<file path="src/inc/rsmc_pkg.sv">
// Package for the reference switch monitor configuration block.
// Assumes a single 20 MHz system clock and an APB register port.
`default_nettype none
package rsmc_pkg;
  // ********************************************************************
  // Register map
  // ********************************************************************
  localparam logic [7:0] CFG_ADDR     = 8'h00; // Monitor switch config
  localparam logic [7:0] IRQ_STS_ADDR = 8'h04; // Sticky event status
  localparam logic [7:0] IRQ_MSK_ADDR = 8'h08; // Event mask
  localparam logic [7:0] STATE_ADDR   = 8'h0C; // Live selection state
  localparam logic [7:0] PRIO_ADDR    = 8'h10; // Priorities of I3..I6

  // ********************************************************************
  // Config field positions and reset value
  // ********************************************************************
  localparam int          TDO_FLAG_BIT   = 6;
  localparam int          ULTRA_FAST_BIT = 5;
  localparam int          EXT_SW_BIT     = 4;
  localparam int          PBO_HOLD_BIT   = 3;
  localparam int          BUILDOUT_BIT   = 2;
  localparam logic [7:0]  CFG_RESET      = 8'h05;
  localparam logic [2:0]  MISS_LIMIT     = 3'h2; // Missing cycles to fail

  // ********************************************************************
  // Sources and events
  // ********************************************************************
  localparam logic [2:0] SRC_NONE = 3'h0;
  localparam logic [2:0] SRC_I3   = 3'h3;
  localparam logic [2:0] SRC_I4   = 3'h4;
  localparam logic [2:0] SRC_I5   = 3'h5;
  localparam logic [2:0] SRC_I6   = 3'h6;
  localparam int EV_REF_FAIL = 0;
  localparam int EV_SRC_CHG  = 1;
  localparam int EV_PBO      = 2;

  typedef enum logic [1:0] {
    RSMC_FREE = 2'b00,
    RSMC_LOCK = 2'b01,
    RSMC_HOLD = 2'b11
  } rsmc_mode_e;
endpackage
`default_nettype wire

</file>
<file path="src/rsmc_top.sv">
// Monitor and source switch configuration with forced external selection.
// Assumes an APB master on core_clk; loop status comes from same domain
// except the select pin and reference activity, which are synchronised.
`timescale 1ns/100ps
`default_nettype none
// Overview of operation
// (RL1) With the test-output bit set, the scan data pin copies the reference fail status bit.
// (RL2) With that bit clear, the scan data pin carries the normal boundary-scan data.
// (RL3) With ultra-fast switching on, the selected reference fails within under three missed cycles.
// (RL4) With ultra-fast switching off, only activity or frequency monitors fail the reference.
// (RL5) External switching mode restricts locking to the pair chosen by the select pin.
// (RL6) External switching mode forces the operating state to locked.
// (RL7) Select high locks I3 if its priority is non-zero, else I5.
// (RL8) Select low locks I4 if its priority is non-zero, else I6.
// (RL9) The external switching enable resets to the level of the strap pin at power-up.
// (RL10) The phase build-out hold bit keeps the phase and blocks further build-out events.
// (RL11) Build-out disabled without hold makes the loop re-lock its phase to zero.
// (RL12) With build-out enabled and the hold bit clear, every new source selection fires a build-out event.
// (RL13) The select pin is synchronised before it drives the forced selection.
module rsmc_top
  import rsmc_pkg::*;
(
  // Clock and reset
  input  wire logic        core_clk,
  input  wire logic        rst,
  // APB slave
  input  wire logic        psel,
  input  wire logic        penable,
  input  wire logic        pwrite,
  input  wire logic [7:0]  paddr,
  input  wire logic [31:0] pwdata,
  output logic      [31:0] prdata,
  output logic             pready,
  output logic             pslverr,
  // Pins
  input  wire logic        source_select_pin,
  input  wire logic        source_select_strap,
  input  wire logic        scan_tdo_in,
  output logic             scan_tdo_out,
  // Loop side
  input  wire logic        ref_activity,
  input  wire logic        monitor_fail,
  input  wire logic        auto_lock,
  input  wire logic [2:0]  auto_source,
  output logic [2:0]       sel_source,
  output logic [1:0]       op_mode,
  output logic             phase_zero_relock,
  output logic             pbo_event,
  output logic             irq
);
  import rsmc_pkg::*;

  // ********************************************************************
  // Storage
  // ********************************************************************
  logic [7:0]  cfg_ff;
  logic [2:0]  sts_ff;
  logic [2:0]  msk_ff;
  logic [15:0] prio_ff;
  logic        strap_done_ff;
  logic [1:0]  sel_sync_ff;
  logic [1:0]  strap_sync_ff;
  logic [2:0]  act_sync_ff;
  logic [2:0]  miss_ff;
  logic [5:0]  idle_ff;
  logic        ref_fail_ff;
  logic [2:0]  nxt_source;
  logic        ext_mode;
  logic        wr_en;
  logic        src_change;
  logic        fast_fail;
  logic [2:0]  events;

  assign wr_en    = psel && penable && pwrite;
  assign ext_mode = cfg_ff[EXT_SW_BIT];

  // Two-flop synchroniser for the select pin, three-flop for reference activity
  always_ff @(posedge core_clk or posedge rst) begin
    if (rst) begin
      sel_sync_ff   <= 2'h0;
      act_sync_ff   <= 3'h0;
    end else begin
      sel_sync_ff   <= {sel_sync_ff[0], source_select_pin}; // RL13
      act_sync_ff   <= {act_sync_ff[1:0], ref_activity};
    end
  end

  // Strap synchroniser, no reset so it is settled when reset ends
  always_ff @(posedge core_clk) begin
    strap_sync_ff <= {strap_sync_ff[0], source_select_strap}; // RL9
  end

  // ********************************************************************
  // Registers and APB
  // ********************************************************************
  // Config register, strap loaded once after reset release
  always_ff @(posedge core_clk or posedge rst) begin
    if (rst) begin
      cfg_ff        <= CFG_RESET;
      strap_done_ff <= 1'b0;
    end else if (!strap_done_ff) begin
      strap_done_ff      <= 1'b1;
      cfg_ff[EXT_SW_BIT] <= strap_sync_ff[1]; // RL9
    end else if (wr_en && paddr == CFG_ADDR) begin
      cfg_ff <= pwdata[7:0];
    end
  end

  // Priorities and mask
  always_ff @(posedge core_clk or posedge rst) begin
    if (rst) begin
      prio_ff <= 16'h0000;
      msk_ff  <= 3'h0;
    end else if (wr_en) begin
      if (paddr == PRIO_ADDR) prio_ff <= pwdata[15:0];
      if (paddr == IRQ_MSK_ADDR) msk_ff <= pwdata[2:0];
    end
  end

  // Sticky status, set wins over write-one-clear
  always_ff @(posedge core_clk or posedge rst) begin
    if (rst) begin
      sts_ff <= 3'h0;
    end else if (wr_en && paddr == IRQ_STS_ADDR) begin
      sts_ff <= (sts_ff & ~pwdata[2:0]) | events;
    end else begin
      sts_ff <= sts_ff | events;
    end
  end

  // Read data, ready and error
  always_ff @(posedge core_clk or posedge rst) begin
    if (rst) begin
      prdata  <= 32'h0000_0000;
      pready  <= 1'b0;
      pslverr <= 1'b0;
    end else begin
      pready  <= psel && !penable;
      pslverr <= 1'b0;
      prdata  <= 32'h0000_0000;
      if (psel && !penable) begin
        unique case (paddr)
          CFG_ADDR:     prdata <= {24'h000000, cfg_ff};
          IRQ_STS_ADDR: prdata <= {29'h00000000, sts_ff};
          IRQ_MSK_ADDR: prdata <= {29'h00000000, msk_ff};
          STATE_ADDR:   prdata <= {27'h0000000, op_mode, sel_source};
          PRIO_ADDR:    prdata <= {16'h0000, prio_ff};
          default:      pslverr <= 1'b1;
        endcase
      end
    end
  end

  // ********************************************************************
  // Reference monitoring
  // ********************************************************************
  // Missed cycle counter on the selected reference activity
  always_ff @(posedge core_clk or posedge rst) begin
    if (rst) begin
      idle_ff <= 6'h00;
      miss_ff <= 3'h0;
    end else if (act_sync_ff[2] != act_sync_ff[1]) begin
      idle_ff <= 6'h00;
      miss_ff <= 3'h0;
    end else if (idle_ff == 6'h3F) begin
      idle_ff <= 6'h00;
      if (miss_ff != 3'h7) miss_ff <= miss_ff + 3'h1;
    end else begin
      idle_ff <= idle_ff + 6'h01;
    end
  end

  assign fast_fail = cfg_ff[ULTRA_FAST_BIT] && (miss_ff >= MISS_LIMIT); // RL3

  // Reference failure flag
  always_ff @(posedge core_clk or posedge rst) begin
    if (rst) ref_fail_ff <= 1'b0;
    else     ref_fail_ff <= monitor_fail || fast_fail; // RL4
  end

  // ********************************************************************
  // Source selection
  // ********************************************************************
  // Forced pair or automatic choice
  always_comb begin
    nxt_source = ref_fail_ff ? SRC_NONE : auto_source;
    if (ext_mode) begin
      if (sel_sync_ff[1]) nxt_source = (prio_ff[3:0] != 4'h0) ? SRC_I3 : SRC_I5;   // RL7
      else                nxt_source = (prio_ff[7:4] != 4'h0) ? SRC_I4 : SRC_I6;   // RL8
    end
  end

  assign src_change = (nxt_source != sel_source) && (nxt_source != SRC_NONE);

  // Selected source and operating mode
  always_ff @(posedge core_clk or posedge rst) begin
    if (rst) begin
      sel_source <= SRC_NONE;
      op_mode    <= RSMC_FREE;
    end else begin
      sel_source <= nxt_source; // RL5
      if (ext_mode)      op_mode <= RSMC_LOCK; // RL6
      else if (auto_lock && !ref_fail_ff) op_mode <= RSMC_LOCK;
      else if (op_mode == RSMC_LOCK) op_mode <= RSMC_HOLD;
      else op_mode <= op_mode;
    end
  end

  assign events = {src_change && cfg_ff[BUILDOUT_BIT] && !cfg_ff[PBO_HOLD_BIT],
                   src_change, ref_fail_ff};

  // ********************************************************************
  // Phase build-out, scan pin, interrupt
  // ********************************************************************
  always_ff @(posedge core_clk or posedge rst) begin
    if (rst) begin
      pbo_event         <= 1'b0;
      phase_zero_relock <= 1'b0;
      scan_tdo_out      <= 1'b0;
      irq               <= 1'b0;
    end else begin
      pbo_event         <= events[EV_PBO]; // RL12 RL10
      phase_zero_relock <= !cfg_ff[BUILDOUT_BIT] && !cfg_ff[PBO_HOLD_BIT]; // RL11
      scan_tdo_out      <= cfg_ff[TDO_FLAG_BIT] ? sts_ff[EV_REF_FAIL] : scan_tdo_in; // RL1 RL2
      irq               <= |(sts_ff & msk_ff);
    end
  end
endmodule // rsmc_top
`default_nettype wire

</file>
<file path="config.mk">
export PLATFORM = sky130hd
export DESIGN_NAME = rsmc_top
export DESIGN_NICKNAME = d
export VERILOG_FILES = /design/src/inc/rsmc_pkg.sv /design/src/rsmc_top.sv
export SDC_FILE = /design/constraint.sdc
export NUM_CORES = 1
export LEC_CHECK = 0
export ABC_AREA = 1
export ABC_CLOCK_PERIOD_IN_PS = 3200
export CAP_MARGIN = 20
export CORE_AREA = 2 2 83 85
export DETAILED_ROUTE_END_ITERATION = 7
export DIE_AREA = 0 0 85 87
export DONT_BUFFER_PORTS = 1
export PLACE_DENSITY = 0.67
export SYNTH_ARGS = -nofsm -noshare
export SYNTH_HDL_FRONTEND = slang
export SYNTH_SLANG_ARGS = --single-unit
</file>
<file path="constraint.sdc">
create_clock -name core_clk -period 3.2 [get_ports core_clk]
set_clock_uncertainty 0.1 [all_clocks]
set_input_delay 0.48 -clock core_clk [delete_from_list [all_inputs] [get_ports core_clk]]
set_output_delay 0.48 -clock core_clk [all_outputs]
set_load 0.005 [all_outputs]
</file>
# Word-level counts from Yosys, hierarchy flattened
# Index checks and enable logic that the tools add are counted.
[word_totals]
regBits = 91
in_bits = 54
[op_classes]
addsub = 2
order_cmp = 1
n_eq_ne = 10
mux = 21
bitwise = 5
n_reduce_logical = 29
[op_table]
columns = ["operator", "n"]
rows = [
  ["$pmux 16 s5", 1],
  ["$mux 3", 8],
  ["$eq 8x4->1 const B", 2],
  ["$mux 16", 1],
  ["$mux 6", 2],
  ["$logic_and 1x1->1", 11],
  ["$eq 8x3->1 const B", 1],
  ["$eq 8x5->1 const B", 1],
  ["$logic_not 8->1", 1],
  ["$mux 2", 4],
  ["$reduce_and 2->1", 4],
  ["$reduce_bool 4->1", 2],
  ["$add 6x1->6 const B", 1],
  ["$and 3x3->3", 2],
  ["$eq 6x6->1 const B", 1],
  ["$or 3x3->3", 2],
  ["$reduce_bool 3->1", 2],
  ["$mux 5", 1],
  ["$reduce_or 5->1", 1],
  ["$logic_not 1->1", 4],
  ["$mux 1", 4],
  ["$reduce_bool 2->1", 2],
  ["$add 3x1->3 const B", 1],
  ["$ge 3x2->1 const B", 1],
  ["8 further kinds", 8],
]

# Logic depth before layout (Yosys ltp)
[depth]
depth_word = 10
depth_mapped = 10

# Worst setup path after synthesis
# No wires, ideal clock.
[synth_path]
path_type = "input -> register"
from = "input paddr[5]"
to = "register prio_ff[10]"
setup_ns = 0.125
arrival_ns = 1.460
t_required_ns = 2.975
path_slack_ns = 1.515
cell_stages = 8
path_cell_list = "nor2_2 > nand2_1 > nor2_2 > nand2_4 > inv_6 > nand2_4 > buf_6 > mux2_4"
[synth_via]
elab_chain_len = 2
[synth_rtl]
columns = ["element", "line_no", "rtl"]
rows = [
  ["start: declaration", "rsmc_top.sv:30", "input wire logic [7:0] paddr,"],
  ["$eq 8x5->1", "rsmc_top.sv:115", "if (paddr == PRIO_ADDR) prio_ff <= pwdata[15:0];"],
  ["$reduce_and 2->1 (no source line)", "n/a", ""],
  ["end signal: assignment", "rsmc_top.sv:115", ""],
  ["end: declaration", "rsmc_top.sv:59", "logic [15:0] prio_ff;"],
]
# Every way passes these cells.
# A chain may end at the register's enable or synchronous reset.

# Worst setup path after layout
[layout_path]
from = "register idle_ff[0]"
to = "register miss_ff[0]"
[layout_via]
elab_chain_len = 3
[layout_rtl]
columns = ["element", "line_no", "rtl"]
rows = [
  ["start: declaration", "rsmc_top.sv:65", "logic [5:0] idle_ff;"],
  ["start signal: assignment", "rsmc_top.sv:169", "idle_ff <= idle_ff + 6'h01;"],
  ["$eq 6x6->1", "rsmc_top.sv:165", "end else if (idle_ff == 6'h3F) begin"],
  ["$reduce_bool 2->1 (no source line)", "n/a", ""],
  ["$reduce_and 2->1 (no source line)", "n/a", ""],
  ["end signal: assignment", "rsmc_top.sv:167", "if (miss_ff != 3'h7) miss_ff <= miss_ff + 3'h1;"],
  ["end: declaration", "rsmc_top.sv:64", "logic [2:0] miss_ff;"],
]
# Every way passes these cells.

==> flow_summary.yaml <==
status:
  status: "finished, final reports clean"
clock_tree:
  cts_tree: "built"
  clk_path_buf_depth: 2
  cts_buffers: 9
  cts_resized: 0
  cts.clk_slew.worst_paths_ns: 0.08
  cts_setup_buffers: 0
  htreeDepth: 3
  worstSkewPairLatency_ns: 0.35
  clock-sinks: 75
  cts_root_buffer: "clkbuf_8"
  cts.hold.buffers_added: 1
setup_path:
  worstPathArrival_ns: 1.90
  required_ns: 3.38
  critPathKind: "reg -> reg"
  start_kind: "flop"
  r2r_start: "idle_ff[0]"
  r2r_end: "miss_ff[0]"
  cp_slowest_cell: "dfrtp_1"
  end_kind: "flop"
  rrSetupSlack_ns: 1.48
  reg2reg_depth: 6
  worstPathMaxFanout: 5
  crit_chain: "ha_1, nand4_1, or2_2, nor2_1, o21ai_0, a21oi_1"
  worst_path_largest_cell_delay_ns: 0.37
logic_synthesis:
  netlist_area_um2: 3260
  syn_avg_cell_area_um2: 9.66
  synthCells: 337
  yosysWarnings: 0
  ys_ff_latch: 75
  synth_edf_count: 0
  ys_seq_area_frac: 0.574
  ys_dominant_reg_cell: "dfrtp_1"
  async_flop_share: 0.973
  yosysUniqueCellTypes: 39
placement:
  numPortBuffers: 0
  pre_cts_ws_ns: 1.29
  place_hpwl_um: 4620
  gp_congestion: 0.875
drt:
  firstDrtPassIters: 4
  antenna_left: 0
  first_iter_violations: 169
  routed_wl_um: 6240
  wl_per_cell_um: 14.4
  drc: 0
  vias_per_cell: 5.04
  vias: 2176
worst_hold_path:
  min-delay-start: "source_select_strap"
  worstHoldEndpoint: "strap_sync_ff[0]"
  whs_path_depth: 0
  hp-class: "in -> reg"
sta:
  fin_crit_sh: 0.537
  fin_crit_ns: 1.72
  finalHoldViolations: 0
  setup_viol: 0
  worst_pin_slew_ns: 0.562
  max_freq_ghz: 0.582
  tns_ns: 0
  drv_slew: 0
  finalWorstSetupSlack_ns: 1.48
  slew-limit-headroom: 0.625
  rsz0062_at_grt: "false"
cells_and_area:
  syn_to_final_growth_pct: 7.72
  post-route-util: 0.534
  drive_gt1_frac: 0.128
  final_common_cell: "nand2_1"
  final_cell_mix: "nand2_1 (75), dfrtp_1 (71), inv_1 (36)"
  num_antenna_cells: 0
  layout.nets: 405
floorplan:
  die_w_um: 85
  io-pin-count: 97
  core_area_um2: 6570
  rows: 30
  die_area_um2: 7400
  die_y_um: 87
  start_util: 0.496
global_routing:
  grt_max_degree: 29
  grt_pass1_wl_um: 10400
  grt_pass1_vias: 2140
  antenna_found_initial: 0
  grt_usage: 0.183
  gr-total-overflow: 0
pwr:
  vdd_drop_max_uv: 335
  p_leak_uw: 0.00179
  power_density_nw_per_um2: 529
run:
  cap_violations: 0
[worst max path at each step]
stage	startpoint	to	slack, ns	cells past startpoint
detailed placement	paddr[5]	cfg_ff[7]	1.29	8
CTS	idle_ff[0]	miss_ff[0]	1.49	6
finish	idle_ff[0]	miss_ff[0]	1.48	6
floorplan	rst	act_sync_ff[0]	0.77	1
global route	idle_ff[0]	miss_ff[0]	1.29	6
global placement	paddr[5]	cfg_ff[7]	1.34	8
[cells by family (layout without fill, tap and decap cells)]
kind of cell / Yosys count / after routing / share of synthesized area
AND/OR/NAND/NOR: 141 / 141 / 0.191
flip-flops: 75 / 75 / 0.574
buffers and inverters: 59 / 59 / 0.0907
AO/OA/AOI/OAI: 41 / 41 / 0.0718
multiplexers: 10 / 10 / 0.0415
XOR/XNOR: 5 / 5 / 0.0134
adder cells (fa/ha/maj): 4 / 4 / 0.0154
other: 2 / 17 / 0.00231
[area by class of cell]
class | count | area (um2)
clock buffer | 9 | 124
clock inverter | 7 | 82.6
fill | 603 | 3060
inverter | 39 | 151
multi-input combinational | 218 | 1150
sequential | 75 | 1870
tap | 80 | 100
timing repair buffer | 4 | 32.5
[state kept, by name, indices dropped and copies added, names as in the netlist, 2 cells and up]
signal         cells
prdata            16
prio_ff           16
cfg_ff             8
idle_ff            6
act_sync_ff        3
miss_ff            3
msk_ff             3
sel_source         3
sts_ff             3
op_mode            2
sel_sync_ff        2
strap_sync_ff      2
[cells in the mapped netlist (3+ instances only)]
master,instances,area share
o21ai_1,7,0.011
nor2_1,32,0.037
nand2_1,75,0.086
ha_1,4,0.015
buf_4,16,0.037
o21ai_0,18,0.028
xor2_1,3,0.0081
mux2_4,6,0.028
dfrtp_1,71,0.55
inv_1,37,0.043
mux2_2,4,0.014
o41ai_1,3,0.0081
a21oi_1,7,0.011
nand3_1,19,0.029
[critical path, delay by kind of cell (launching register included)]
kind | cells | cell delay (ns)
adders and majority gates | 1 | 0.23
and+or+nand+nor | 3 | 0.69
AOI/OAI and AO/OA | 2 | 0.26
DFF | 1 | 0.37
[per-layer routing]
metal	global-route usage	vias to the layer above	routed length (um)
li1	-	1064	-
met1	0.241	1035	2860
met2	0.276	67	2850
met3	0.0578	10	425
met4	0.0866	0	109
met5	0	-	0
[per-stage QoR]
stage / total power [uW] / hold WS, ns / instances / instance area (um2)
global placement: 1110 / 0.213 / 415 / 3290
detailed placement: 1120 / 0.212 / 415 / 3290
finish: 1860 / 0.0489 / 432 / 3510
CTS: 1870 / 0.0352 / 432 / 3510
global route: 1930 / 0.0304 / 432 / 3510
floorplan: 1100 / 0.210 / 352 / 3310
[where the power goes]
group          internal (uW)  switching, uW  total, uW
logic                   32.0           72.6        105
clock network            374            384        757
registers                974           21.7        995
total                   1380            478       1860
Note: power is estimated with default switching activity, not from simulation.
